--- config.mk ---
export PLATFORM = sky130hd
export DESIGN_NAME = acffc_ctrl
export DESIGN_NICKNAME = d
export VERILOG_FILES = /design/src/design/acffc_pkg.sv /design/src/design/acffc_ctrl.sv
export SDC_FILE = /design/constraint.sdc
export NUM_CORES = 1
export LEC_CHECK = 0
export BUFFER_PORTS_ARGS = -buffer_cell sky130_fd_sc_hd__buf_4
export CAP_MARGIN = 20
export CORE_UTILIZATION = 56
export DETAILED_ROUTE_END_ITERATION = 16
export PLACE_DENSITY = 0.81
export SYNTH_ARGS = -nofsm -noshare
export SYNTH_HDL_FRONTEND = slang
export SYNTH_SLANG_ARGS = --single-unit
--- constraint.sdc ---
create_clock -name clock -period 2.24 [get_ports clock]
set_input_delay 0.112 -clock clock [delete_from_list [all_inputs] [get_ports clock]]
set_output_delay 0.112 -clock clock [all_outputs]
set_load 0.02 [all_outputs]
--- src/design/acffc_pkg.sv ---
package acffc_pkg;
  // register indices on the byte-wide module port
  localparam logic [2:0] ACFFC_OFS_DIV  = 3'h3;
  localparam logic [2:0] ACFFC_OFS_FMT  = 3'h4;
  localparam logic [2:0] ACFFC_OFS_FLOW = 3'h5;
  // field positions
  localparam int ACFFC_FMT_JUST = 7;
  localparam int ACFFC_FLW_ABRT = 7;
  localparam int ACFFC_FLW_SEQUENCE_TRIGGER = 6;
  localparam int ACFFC_FLW_RESTART_EVENT = 5;
  localparam int ACFFC_FLW_LIST_LOAD_OK = 4;
  // reset values
  localparam logic [6:0] ACFFC_PRS_RST  = 7'h00;
  localparam logic [2:0] ACFFC_RES_RST  = 3'h0;
  // resolution codes
  localparam logic [2:0] ACFFC_RES_8    = 3'h0;
  localparam logic [2:0] ACFFC_RES_10   = 3'h2;
  localparam logic [2:0] ACFFC_RES_12   = 3'h4;
  // access configuration: data bus or internal request lines
  localparam logic [1:0] ACFFC_ACC_BUS  = 2'h2;
  localparam logic [1:0] ACFFC_ACC_INT  = 2'h1;
  // timing counts in bus clocks (20 MHz bus), except ACFFC_PUMP_CC in conversion clocks
  localparam logic [1:0] ACFFC_EN_LAT   = 2'h3;
  localparam logic [2:0] ACFFC_RST_BUS  = 3'h2;
  localparam logic [2:0] ACFFC_B2B_BUS  = 3'h5;
  localparam logic [2:0] ACFFC_TRG_BUS  = 3'h5;
  localparam logic [1:0] ACFFC_PUMP_CC  = 2'h2;
  typedef enum logic [2:0] {ACFFC_IDLE, ACFFC_LOAD, ACFFC_WBUS, ACFFC_WPUMP, ACFFC_CONV, ACFFC_HALT} acffc_state_e;
endpackage

--- src/design/acffc_ctrl.sv ---
`timescale 1ns/100ps
// Contract
// - conversion clock is bus over 2*(prescale+1)
// - prescale written only when disabled or special
// - unsigned results, left or right justified
// - codes 000,010,100 give 8,10,12 bits
// - reserved code at start flags error, halts
// - format written only when disabled or special
// - flow bits writable three clocks after enable
// - flow bits cleared on disable or soft reset
// - flow bits set only when enabled; zero ignored
// - restart mode: 2 bus + 2 conv clocks
// - back-to-back: 5 bus + 2 conv clocks
// - trigger mode: restart carries trigger, cleared together
// - trigger mode: sample 5 clocks after trigger drops
// - abort at conversion boundary, clear when idle
// - access_config routes bus or request lines
// - bus abort while set is overrun
// - abort line while set is overrun
// - restart mid-list forces abort and error flag
// - trigger starts sequence, clears at sampling
// - bus trigger while set sets error
// - line trigger while set sets error
// - restart loads first command, then clears
module acffc_ctrl
  import acffc_pkg::*;
(
  // clock, reset, enable
  input  wire logic        clock,
  input  wire logic        reset_n,
  input  wire logic        clk_en,
  // register port
  input  wire logic [2:0]  reg_addr,
  input  wire logic        reg_wr,
  input  wire logic [7:0]  reg_wdata,
  output logic      [7:0]  reg_rdata,
  // module control
  input  wire logic        conv_enable,
  input  wire logic        special_access,
  input  wire logic        soft_reset,
  input  wire logic        trigger_mode,
  input  wire logic [1:0]  access_config,
  // internal request lines
  input  wire logic        abort_request_line,
  input  wire logic        trigger_request_line,
  input  wire logic        restart_request_line,
  input  wire logic        load_ok_request_line,
  // converter core
  input  wire logic        conv_done,
  input  wire logic        end_of_list,
  input  wire logic        cmd_loaded,
  input  wire logic [11:0] raw_result,
  output logic             cmd_load_req,
  output logic             sample_start,
  output logic             conv_clk_en,
  output logic      [15:0] result_word,
  output logic             command_error_flag,
  output logic             restart_error_flag,
  output logic             trigger_error_flag,
  output logic             overrun_flag,
  output logic             converter_idle
);
  logic [6:0] clock_prescale, next_clock_prescale;
  logic [6:0] pre_cnt, next_pre_cnt;
  logic       conv_clk_en_q, next_conv_clk_en;
  logic       result_justify, next_result_justify;
  logic [2:0] resolution_select, next_resolution_select;
  logic       sequence_abort, next_sequence_abort;
  logic       sequence_trigger, next_sequence_trigger;
  logic       restart_event, next_restart_event;
  logic       list_load_ok, next_list_load_ok;
  logic [1:0] en_cnt, next_en_cnt;
  logic       cmd_err, next_cmd_err, restart_event_err, next_restart_event_err, sequence_trigger_err, next_sequence_trigger_err;
  logic       ovr, next_ovr, in_list, next_in_list, was_sequence_trigger, next_was_sequence_trigger;
  logic [2:0] bus_cnt, next_bus_cnt;
  logic [1:0] cc_cnt, next_cc_cnt;
  logic [15:0] res_q, next_res_q;
  acffc_state_e state, next_state;
  logic       cfg_ok, flow_ok, wr_flow, bus_acc, int_acc;
  logic       req_abrt, req_sequence_trigger, req_restart_event, req_list_load_ok;
  logic [11:0] res_val;
  logic [3:0]  res_bits;
  logic        res_bad;
  // internal request lines come from logic on the same clock
  always_comb begin
    cfg_ok  = !conv_enable || special_access;
    flow_ok = conv_enable && (en_cnt == ACFFC_EN_LAT);
    bus_acc = (access_config == ACFFC_ACC_BUS);
    int_acc = (access_config == ACFFC_ACC_INT);
    wr_flow = reg_wr && reg_addr == ACFFC_OFS_FLOW && bus_acc;
    req_abrt = flow_ok && ((wr_flow && reg_wdata[ACFFC_FLW_ABRT]) || (int_acc && abort_request_line));
    req_sequence_trigger = flow_ok && ((wr_flow && reg_wdata[ACFFC_FLW_SEQUENCE_TRIGGER]) || (int_acc && trigger_request_line));
    req_restart_event = flow_ok && ((wr_flow && reg_wdata[ACFFC_FLW_RESTART_EVENT]) || (int_acc && restart_request_line));
    req_list_load_ok = req_restart_event && ((wr_flow && reg_wdata[ACFFC_FLW_LIST_LOAD_OK]) || (int_acc && load_ok_request_line));
    case (resolution_select)
      ACFFC_RES_8:  res_bits = 4'h8;
      ACFFC_RES_10: res_bits = 4'ha;
      ACFFC_RES_12: res_bits = 4'hc;
      default:      res_bits = 4'h0;
    endcase
    res_bad = (res_bits == 4'h0);
    res_val = raw_result >> (5'd12 - {1'b0, res_bits});
    next_res_q = res_q;
    if (conv_done && state == ACFFC_CONV) begin
      if (result_justify)
        next_res_q = {4'h0, res_val};
      else
        next_res_q = {res_val, 4'h0} << (5'd12 - {1'b0, res_bits});
    end
  end
  // prescaler and register writes
  always_comb begin
    next_clock_prescale = clock_prescale;
    next_result_justify = result_justify;
    next_resolution_select = resolution_select;
    if (reg_wr && cfg_ok && reg_addr == ACFFC_OFS_DIV)
      next_clock_prescale = reg_wdata[6:0];
    if (reg_wr && cfg_ok && reg_addr == ACFFC_OFS_FMT) begin
      next_result_justify = reg_wdata[ACFFC_FMT_JUST];
      next_resolution_select = reg_wdata[2:0];
    end
    // divide by 2*(prs+1): pulse every prs+1 half periods pair
    next_pre_cnt = pre_cnt + 7'h1;
    if (pre_cnt >= clock_prescale) begin
      next_pre_cnt = 7'h0;
    end
    next_en_cnt = conv_enable ? ((en_cnt == ACFFC_EN_LAT) ? en_cnt : en_cnt + 2'h1) : 2'h0;
  end
  // toggle half, pulse on every second wrap
  logic half, next_half;
  always_comb begin
    next_half = half;
    next_conv_clk_en = 1'b0;
    if (pre_cnt >= clock_prescale) begin
      next_half = !half;
      next_conv_clk_en = half;
    end
  end
  // flow control
  always_comb begin
    next_sequence_abort = sequence_abort;
    next_sequence_trigger = sequence_trigger;
    next_restart_event = restart_event;
    next_list_load_ok = list_load_ok;
    next_restart_event_err = restart_event_err;
    next_sequence_trigger_err = sequence_trigger_err;
    next_ovr = ovr;
    next_cmd_err = cmd_err;
    next_in_list = in_list;
    next_was_sequence_trigger = was_sequence_trigger;
    next_state = state;
    next_bus_cnt = bus_cnt;
    next_cc_cnt = cc_cnt;
    case (state)
      ACFFC_IDLE: begin
        if (sequence_abort) begin
          next_sequence_abort = 1'b0;
          next_in_list = 1'b0;
        end else if (restart_event) begin
          next_state = ACFFC_LOAD;
        end else if (sequence_trigger) begin
          if (res_bad) begin
            next_cmd_err = 1'b1;
            next_state = ACFFC_HALT;
          end else begin
            next_bus_cnt = ACFFC_RST_BUS;
            next_cc_cnt = ACFFC_PUMP_CC;
            next_was_sequence_trigger = 1'b1;
            next_state = ACFFC_WBUS;
          end
        end
      end
      ACFFC_LOAD: if (cmd_loaded) begin
        next_restart_event = 1'b0;
        next_list_load_ok = 1'b0;
        next_in_list = 1'b1;
        if (trigger_mode) begin
          next_sequence_trigger = 1'b0;
          next_bus_cnt = ACFFC_TRG_BUS;
          next_cc_cnt = 2'h0;
          next_was_sequence_trigger = 1'b1;
          next_state = res_bad ? ACFFC_HALT : ACFFC_WBUS;
          next_cmd_err = res_bad;
        end else begin
          next_state = ACFFC_IDLE;
        end
      end
      ACFFC_WBUS: begin
        if (bus_cnt <= 3'h1) next_state = (cc_cnt == 2'h0) ? ACFFC_CONV : ACFFC_WPUMP;
        next_bus_cnt = bus_cnt - 3'h1;
      end
      ACFFC_WPUMP: if (conv_clk_en_q) begin
        next_cc_cnt = cc_cnt - 2'h1;
        if (cc_cnt == 2'h1) next_state = ACFFC_CONV;
      end
      ACFFC_CONV: begin
        if (was_sequence_trigger) begin
          next_sequence_trigger = 1'b0;
          next_was_sequence_trigger = 1'b0;
        end
        if (conv_done) begin
          if (sequence_abort || end_of_list) begin
            next_state = ACFFC_IDLE;
            next_in_list = !sequence_abort && in_list;
          end else begin
            next_bus_cnt = ACFFC_B2B_BUS;
            next_cc_cnt = ACFFC_PUMP_CC;
            next_state = ACFFC_WBUS;
          end
        end
      end
      ACFFC_HALT: ;
      default: next_state = ACFFC_IDLE;
    endcase
    // requests after the sequencer so a set wins over a same-cycle clear
    if (req_abrt) begin
      if (sequence_abort) next_ovr = 1'b1;
      next_sequence_abort = 1'b1;
    end
    if (req_sequence_trigger) begin
      if (sequence_trigger) next_sequence_trigger_err = 1'b1;
      next_sequence_trigger = 1'b1;
    end
    if (req_restart_event) begin
      if (restart_event) next_ovr = 1'b1;
      next_restart_event = 1'b1;
      next_list_load_ok = req_list_load_ok;
      if (trigger_mode) next_sequence_trigger = 1'b1;
      if (in_list && !sequence_abort && !req_abrt && !end_of_list) begin
        next_sequence_abort = 1'b1;
        next_restart_event_err = 1'b1;
      end
    end
    if (!conv_enable || soft_reset) begin
      next_sequence_abort = 1'b0;
      next_sequence_trigger = 1'b0;
      next_restart_event = 1'b0;
      next_list_load_ok = 1'b0;
      next_state = ACFFC_IDLE;
      next_in_list = 1'b0;
      next_was_sequence_trigger = 1'b0;
      if (soft_reset) next_cmd_err = 1'b0;
    end
  end
  always_ff @(posedge clock or negedge reset_n) begin
    if (!reset_n) begin
      clock_prescale <= ACFFC_PRS_RST;
      pre_cnt <= 7'h0;
      half <= 1'b0;
      conv_clk_en_q <= 1'b0;
      result_justify <= 1'b0;
      resolution_select <= ACFFC_RES_RST;
      en_cnt <= 2'h0;
      sequence_abort <= 1'b0;
      sequence_trigger <= 1'b0;
      restart_event <= 1'b0;
      list_load_ok <= 1'b0;
      cmd_err <= 1'b0;
      restart_event_err <= 1'b0;
      sequence_trigger_err <= 1'b0;
      ovr <= 1'b0;
      in_list <= 1'b0;
      was_sequence_trigger <= 1'b0;
      bus_cnt <= 3'h0;
      cc_cnt <= 2'h0;
      res_q <= 16'h0000;
      state <= ACFFC_IDLE;
    end else if (clk_en) begin
      clock_prescale <= next_clock_prescale;
      pre_cnt <= next_pre_cnt;
      half <= next_half;
      conv_clk_en_q <= next_conv_clk_en;
      result_justify <= next_result_justify;
      resolution_select <= next_resolution_select;
      en_cnt <= next_en_cnt;
      sequence_abort <= next_sequence_abort;
      sequence_trigger <= next_sequence_trigger;
      restart_event <= next_restart_event;
      list_load_ok <= next_list_load_ok;
      cmd_err <= next_cmd_err;
      restart_event_err <= next_restart_event_err;
      sequence_trigger_err <= next_sequence_trigger_err;
      ovr <= next_ovr;
      in_list <= next_in_list;
      was_sequence_trigger <= next_was_sequence_trigger;
      bus_cnt <= next_bus_cnt;
      cc_cnt <= next_cc_cnt;
      res_q <= next_res_q;
      state <= next_state;
    end
  end
  always_comb begin
    case (reg_addr)
      ACFFC_OFS_DIV:  reg_rdata = {1'b0, clock_prescale};
      ACFFC_OFS_FMT:  reg_rdata = {result_justify, 4'h0, resolution_select};
      ACFFC_OFS_FLOW: reg_rdata = {sequence_abort, sequence_trigger, restart_event, list_load_ok, 4'h0};
      default:        reg_rdata = 8'h00;
    endcase
  end
  assign conv_clk_en = conv_clk_en_q;
  assign cmd_load_req = (state == ACFFC_LOAD);
  assign sample_start = (state == ACFFC_CONV) && was_sequence_trigger;
  assign result_word = res_q;
  assign command_error_flag = cmd_err;
  assign restart_error_flag = restart_event_err;
  assign trigger_error_flag = sequence_trigger_err;
  assign overrun_flag = ovr;
  assign converter_idle = (state == ACFFC_IDLE);

  AST_FLOW_CLR: assert property (@(posedge clock) disable iff (!reset_n)
    clk_en && !conv_enable |=> (reg_rdata[7:4] == 4'h0 || reg_addr != ACFFC_OFS_FLOW))
    else $error("flow bits not cleared when disabled");
  AST_PRS_LOCK: assert property (@(posedge clock) disable iff (!reset_n)
    clk_en && conv_enable && !special_access |=> clock_prescale == $past(clock_prescale))
    else $error("prescale changed while locked");
  AST_FMT_LOCK: assert property (@(posedge clock) disable iff (!reset_n)
    clk_en && conv_enable && !special_access |=> resolution_select == $past(resolution_select))
    else $error("format changed while locked");
  AST_SEQUENCE_TRIGGER_ERR: assert property (@(posedge clock) disable iff (!reset_n)
    clk_en && conv_enable && !soft_reset && sequence_trigger && req_sequence_trigger |=> sequence_trigger_err)
    else $error("trigger overrun not flagged");
  AST_ABRT_OVR: assert property (@(posedge clock) disable iff (!reset_n)
    clk_en && sequence_abort && req_abrt |=> ovr)
    else $error("abort overrun not flagged");
  AST_EN_LAT: assert property (@(posedge clock) disable iff (!reset_n)
    $rose(conv_enable) |-> !flow_ok)
    else $error("flow writable too early");
  AST_CMD_ERR: assert property (@(posedge clock) disable iff (!reset_n)
    clk_en && state == ACFFC_IDLE && sequence_trigger && !sequence_abort && !restart_event && res_bad
    && conv_enable && !soft_reset |=> state == ACFFC_HALT && cmd_err)
    else $error("reserved code did not halt");
  AST_CLK_PULSE: assert property (@(posedge clock) disable iff (!reset_n)
    clk_en && conv_clk_en |=> !conv_clk_en)
    else $error("conversion clock enable too long");
endmodule

## Word-level counts from Yosys, hierarchy flattened

Cells that the tools add are included.

- Flip-flop bits (word level): 56
- Input port bits: 40
- Word-level logic and storage cells: 211
- Output and inout port bits: 32

- Add/sub/neg operators: 5
- Order comparisons: 2
- Shifts and indexed selects: 2
- Eq/ne operators: 38
- Multiplexer cells: 86
- Reductions and logical operators: 57

Operators with widths:

| operator | number |
|---|---|
| two-way mux 3 bit | 20 |
| two-way mux 1 bit | 43 |
| two-way mux 2 bit | 12 |
| case mux 8 bit (3 select lines) | 1 |
| logical AND 1 bit | 23 |
| != test 2 bit (second input constant) | 10 |
| case mux 3 bit (6 select lines) | 1 |
| two-way mux 16 bit | 1 |
| << shifter 16 x 5 -> 16 bit | 1 |
| == test 3 bit (second input constant) | 5 |
| != test 3 x 2 -> 1 bit (second input constant) | 5 |
| != test 3 bit (second input constant) | 5 |
| == test 3 x 2 -> 1 bit (second input constant) | 4 |
| case mux 3 bit (4 select lines) | 1 |
| case mux 4 bit (3 select lines) | 1 |
| nonzero test 4 bit | 3 |
| >> shifter 12 x 5 -> 12 bit | 1 |
| AND reduction 11 bit | 1 |
| AND reduction 10 bit | 1 |
| AND reduction 2 bit | 5 |
| AND reduction 3 bit | 3 |
| AND reduction 9 bit | 1 |
| case mux 2 bit (4 select lines) | 1 |
| AND reduction 8 bit | 1 |
| 23 further kinds | 40 |

## Logic depth before layout (Yosys ltp)

Gate-level depths: netlist (run 1).

- Depth after elaboration: 12
- Mapped depth: 7
- Depth with buffers taken out: 7

## Worst setup path before layout (run 1)

Ideal clock, no wire load.

- Path type: flip-flop to flip-flop
- Start point: register pre_cnt[0]
- End point: register half
- Library setup time: 0.124 ns
- Arrival time: 1.627 ns
- Clock period less this slack: 1.750 ns
- Path slack: 0.490 ns
- Path buffers: 0
- Cell stages (with the launch flop): 8
- Data required time: 2.116 ns
- Cell sequence: dfrtp_1 inv_1 ha_1 nand2b_1 a211oi_1 o21a_1 o21ai_1 a211o_1

- Word-level cells in the longest chain between the ends: 2

Ends and longest elaborated chain:

| item | line | RTL |
|---|---|---|
| start, declared | acffc_ctrl.sv:64 | `logic [6:0] pre_cnt, next_pre_cnt;` |
| start signal, assigned | acffc_ctrl.sv:270 | `pre_cnt <= next_pre_cnt;` |
| greater-or-equal comparator 7 bit | acffc_ctrl.sv:134 | `if (pre_cnt >= clock_prescale) begin` |
| AND reduction 2 bit (no source line) | - |  |
| end signal, assigned | acffc_ctrl.sv:271 | `half <= next_half;` |
| end, declared | acffc_ctrl.sv:130 | `logic half, next_half;` |

Every way passes these cells.
A chain may end at the register's enable or synchronous reset.

## Worst setup path after layout (run 1)

- Start point: register state[0]
- End point: register bus_cnt[2]

- Word-level cells in the longest chain between the ends: 3
- Elaborated cells on any way between the ends: 15
- Classes of those cells: eq/ne (11); mux (1); reduce/logical (3)

Ends and longest elaborated chain:

| item | line | RTL |
|---|---|---|
| start, declared | acffc_ctrl.sv:78 | `acffc_state_e state, next_state;` |
| start signal, assigned | acffc_ctrl.sv:289 | `state <= next_state;` |
| == test 3 bit, or another cell as far along | acffc_ctrl.sv:154 | `case (state)` |
| != test 2 bit (no source line), or another cell as far along | - |  |
| AND reduction 10 bit (no source line) | - |  |
| end signal, assigned | acffc_ctrl.sv:286 | `bus_cnt <= next_bus_cnt;` |
| end, declared | acffc_ctrl.sv:75 | `logic [2:0] bus_cnt, next_bus_cnt;` |

Several ways; a longest one is shown, not always the timed one.

==> impl_metrics.toml, run 1 <==
[status]
outcome = "finished, final reports clean"

[synth]
syn_avg_cell_area_um2 = 8.78
ys_top_cells_by_area = "dfrtp_1, nand2_1, ha_1"
synth_warnings = 0
ys_top_cells_by_count = "dfrtp_1, nand2_1, o21ai_0, a21oi_1, nor2_1"
seq_area_frac_synth = 0.387
ys_seq_elements = 56
synth_async_sr_flop_share = 1.00
synth.distinct_cells = 68
synth_area_um2 = 3620
syn_inst = 413
synth_edf_count = 0
synth_top_area_frac = 0.387
synth_top_cell_by_area = "dfrtp_1"
synth_flop_cell = "dfrtp_1"
synth_fp_nets = 466
synth.most_common_cell = "dfrtp_1"

[sta]
finalHoldViolations = 0
post-route-min-period_ns = 1.97
holdWs_ns = 0.00553
slew_headroom = 0.523
finalMaxSlewViolations = 0
max_freq_mhz = 508
setup_tns_ns = 0
finalCritPeriodShare = 0.879
rsz0062_at_grt = "no"
worstMarginPinSlew_ns = 0.716
skew_ns = 0.00414
setup_viol = 0

[detailed_routing]
ant_nets = 0
routedWlPerCell_um = 16.2
vias = 3418
wl_mm = 9.00
drc_errors = 0
via_per_inst = 6.15
drt-pass1-iter-count = 5
drtIter0Drc = 217

[clocking]
cts_inserted_buffers = 5
htreeDepth = 2
cts_tree = "done"
clock_latency_ns = 0.30
clk_pin_slew_worst_paths_ns = 0.09
ctsRootBufferMaster = "clkbuf_8"
cts_max_path_buffers = 2
postCtsSetupBuffers = 0
cts_sinks = 56

[worst_setup_path]
startpoint_type = "flop"
cp.arrival_ns = 2.14
path_max_fanout = 14
crit_type = "reg -> reg"
cp.required_ns = 2.41
end_kind = "flop"
r2r_slack_ns = 0.27

[floorplan]
dieArea_um2 = 6800
num_io_pins = 72
dieWidth_um = 82.5
rows = 28
coreArea_um2 = 6100
die_h_um = 82.5
start_util = 0.595

[layout]
seq_area_um2 = 1400
fill_cells = 489
syn2layout_area_growth_pct = 19.6
antenna_cells = 0
final_nets = 533
drive_above_1_share = 0.222
multi_input_area_um2 = 2000
fin_cells = 556

[global_route]
grt_max_degree = 57
grt_pass1_vias = 3183
overflow = 0
grt_pass1_wl_mm = 14.7
grt_antenna_before_repair = 0
grt_usage = 0.284

[power_and_ir_drop]
p_leak_nw = 1.99
p_per_area_nw_per_um2 = 666
vdd_ir_drop_max_mv = 0.522
power_w = 0.00289

[place]
place.gp.congestion = 0.886
portBuffers = 71
dp.cells = 546
place_hpwl_mm = 6.74

[run]
cap_violations = 0

[hold_path]
min_path_type = "in -> reg"
power by group:
| group | internal (W) | leakage (nW) | switching, W | total (W) |
|---|---|---|---|---|
| clock network | 0.000253 | 0.0455 | 0.000320 | 0.000574 |
| registers | 0.00116 | 0.723 | 0.000155 | 0.00132 |
| logic | 0.000438 | 1.22 | 0.000559 | 0.000998 |
layer usage:
metal	share of wire	global-route usage	wire, µm
met2	0.48	0.476	4360
met5	0	0	0
met1	0.43	0.373	3890
met3	0.068	0.0462	612
met4	0.016	0.0947	140
placed cells by master, fill, tap and decap left out, types with 3 or more instances in the layout:
cell type,count
o22ai_1,10
ha_1,13
nand3_1,7
clkbuf_8,6
a32o_1,5
nor2b_1,24
nand2b_1,7
mux2i_1,4
o31ai_1,4
nor3b_1,3
a32oi_1,7
mux2_2,4
a22o_1,10
nor3_1,6
a21oi_1,27
nor2_1,26
nand3b_1,3
dfrtp_1,56
a211o_1,4
buf_4,85
o21ai_0,29
nand2_1,45
inv_1,25
a22oi_1,5
o21a_1,5
a31oi_1,5
path summary, 6_finish.rpt:
check                             start                end  cells after the start
setup / recovery               state[0]         bus_cnt[2]                      6
hold / removal             reg_wdata[3]  clock_prescale[3]                      3
setup reg to reg               state[0]         bus_cnt[2]                      6
hold reg to reg            overrun_flag       overrun_flag                      1
max in group asynchronous       reset_n  clock_prescale[0]                      2
min in group asynchronous       reset_n     result_word[1]                      2
repair_timing:
action / 4_1_cts / 5_1_grt
hold buffers: 2 / 0
resized for setup: 0 / 1
endpoints found under the setup margin: 0 / 1
endpoints found under the hold margin: 57 / 0
sequential cells by signal, indices dropped and copies added, names as in the netlist, 2 cells and up:
signal	cells
state	3
clock_prescale	7
result_word	16
cc_cnt	2
bus_cnt	3
en_cnt	2
pre_cnt	7
resolution_select	3
metrics by stage:
| stage | util | area [µm²] | setup WS [ns] |
|---|---|---|---|
| after floorplan | - | 3620 | 0.490 |
| after global placement | 0.693 | 4220 | 0.358 |
| after detailed placement | 0.693 | 4220 | 0.284 |
| after CTS | 0.711 | 4330 | 0.259 |
| after global routing | 0.711 | 4340 | 0.0903 |
| final | 0.711 | 4340 | 0.272 |
layout make-up:
| class | count | area share |
|---|---|---|
| Multi-Input combinational cell | 305 | 0.461 |
| Sequential cell | 56 | 0.323 |
| Timing Repair Buffer | 87 | 0.152 |
| Inverter | 25 | 0.0216 |
| Tap cell | 75 | 0.0216 |
| Clock buffer | 8 | 0.0208 |
worst max-delay path, cell delays in order (launching register included):
cell and delay [ns]:
dfrtp_1 0.58, buf_4 0.24, nor2_1 0.08, o311a_1 0.14, nand3b_1 0.21, a2111oi_0 0.42
o22ai_1 0.16
logic make-up (layout without fill, tap and decap cells):
| logic type | after synthesis | count (layout) | share of synthesized area |
|---|---|---|---|
| and+or+nand+nor | 142 | 142 | 0.213 |
| AOI/OAI and AO/OA | 138 | 138 | 0.260 |
| DFF | 56 | 56 | 0.387 |
| buffers and inverters | 52 | 120 | 0.0632 |
| adders and majority gates | 13 | 13 | 0.0449 |
| muxes | 8 | 8 | 0.0235 |
| xor gates and xnor gates | 4 | 4 | 0.00967 |
(Power assumes the default switching activity.)
==> inputs of run 2 (changes only) <==
- clock period: 2.24 -> 2.1 ns (I/O delays scaled with it)
==> impl_metrics.toml, run 2 (same netlist as run 1, synthesis figures left out) <==
[status]
outcome = "finished, final reports clean"

[sta]
finalCritPeriodShare = 0.918
setup_tns_ns = 0
post-route-min-period_ns = 1.93
finalHoldViolations = 0
worstMarginPinSlew_ns = 0.712
slew_headroom = 0.525
skew_ns = 0.0125
finalMaxSlewViolations = 0
max_freq_mhz = 519
rsz0062_at_grt = "no"
setup_viol = 0

[global_route]
grt_pass1_wl_mm = 15.2
grt_max_degree = 57
overflow = 0
grt_pass1_vias = 3266
grt_antenna_before_repair = 0
grt_usage = 0.294

[detailed_routing]
drc_errors = 0
routedWlPerCell_um = 16.6
ant_nets = 0
drt-pass1-iter-count = 4
drtIter0Drc = 200
via_per_inst = 6.10
wl_mm = 9.28
vias = 3415

[layout]
most-common-layout-cells = "buf_4, dfrtp_1, nand2_1"
fill_cells = 497
drive_above_1_share = 0.231
antenna_cells = 0
final_nets = 537
syn2layout_area_growth_pct = 21.1
final_util = 0.720
largest_reg_flops = 16
final_common_cell = "buf_4"

[clocking]
clk_pin_slew_worst_paths_ns = 0.10
clock_latency_ns = 0.31
cts_max_path_buffers = 2
cts_sinks = 56
postCtsSetupBuffers = 0
ctsRootBufferMaster = "clkbuf_8"
cts_tree = "done"
htreeDepth = 2
cts_inserted_buffers = 5

[hold_path]
min_path_type = "in -> reg"
min_to = "clock_prescale[6]"
min_path_cells = 3
min_from = "reg_wdata[6]"

[power_and_ir_drop]
p_leak_nw = 2.02
p_per_area_nw_per_um2 = 730
vdd_ir_drop_max_mv = 0.542
power_w = 0.00320

[place]
place.gp.congestion = 0.895
place_hpwl_mm = 6.80
portBuffers = 71

[worst_setup_path]
cp.arrival_ns = 2.13
reg2regPathDepth = 7
r2r_slack_ns = 0.17
cp.required_ns = 2.31
r2r_end = "half"
crit_type = "reg -> reg"
end_kind = "flop"
path_max_fanout = 8
startpoint_type = "flop"
r2r_start = "pre_cnt[0]"

[floorplan]
dieArea_um2 = 6800
coreArea_um2 = 6100
rows = 28
start_util = 0.595
die_h_um = 82.5
dieWidth_um = 82.5
num_io_pins = 72

[run]
cap_violations = 0
-- run 2: cell types whose count changed in the layout (fill, tap and decap cells not counted), sizes merged --
cell         previous run  this run
clkinvlp                0         1
buf                    85        88
bufinv                  0         1
clkbuf                  8         5
clkinv                  0         1
dlygate4sd3             2         3
-- run 2: repair_timing --
item / in CTS / in global routing
setup endpoints to repair: 0 / 4
gates resized for setup: 0 / 2
hold endpoints to repair: 58 / 0
hold buffers: 3 / 0
-- run 2: critical path, cell delays in order (launching register included) --
cell,delay [ns]
dfrtp_1,0.41
inv_1,0.11
ha_1,0.23
nand2b_1,0.14
a211oi_1,0.25
o21a_1,0.24
o21ai_2,0.15
a211o_1,0.30
-- run 2: power by group --
group          internal (W)  total [W]  switching (W)
Combinational      0.000476    0.00109       0.000610
Sequential          0.00124    0.00141       0.000169
Clock              0.000354   0.000712       0.000358
Total               0.00207    0.00320        0.00114
-- run 2: through the flow --
step / cell area, µm² / cells / setup slack (ns) / hold slack (ns)
floorplan: 3620 / 413 / 0.350 / -0.191
global placement: 4240 / 549 / 0.245 / 0.197
detailed placement: 4240 / 549 / 0.0838 / 0.201
CTS: 4390 / 560 / 0.0492 / 0.00436
global route: 4390 / 560 / 0.0520 / 0.0222
finish: 4390 / 560 / 0.172 / 0.0104
-- run 2: worst max path at each step --
stage / startpoint / to / slack [ns] / depth (start not counted)
4_1_cts: pre_cnt[0] / pre_cnt[2] / 0.05 / 7
3_3_place_gp: pre_cnt[0] / pre_cnt[2] / 0.24 / 7
3_5_place_dp: pre_cnt[0] / pre_cnt[2] / 0.08 / 7
6_report: pre_cnt[0] / half / 0.17 / 7
5_1_grt: pre_cnt[0] / half / 0.05 / 7
2_1_floorplan: pre_cnt[0] / half / 0.35 / 7
-- run 2: metal layers --
layer,track usage,wire length [µm],up-vias
li1,-,-,1634
met1,0.392,4070,1631
met2,0.496,4470,138
met3,0.0396,592,12
met4,0.0825,142,0
met5,0,0,-
-- run 2: cell type report --
cell class	count	area [µm²]	area share
timing repair buffer	91	691	0.157
tap	75	93.8	0.0214
inverter	25	93.8	0.0214
multi-input combinational	305	2000	0.455
clock buffer	5	68.8	0.0157
clock inverter	3	42.5	0.00969
sequential	56	1400	0.319
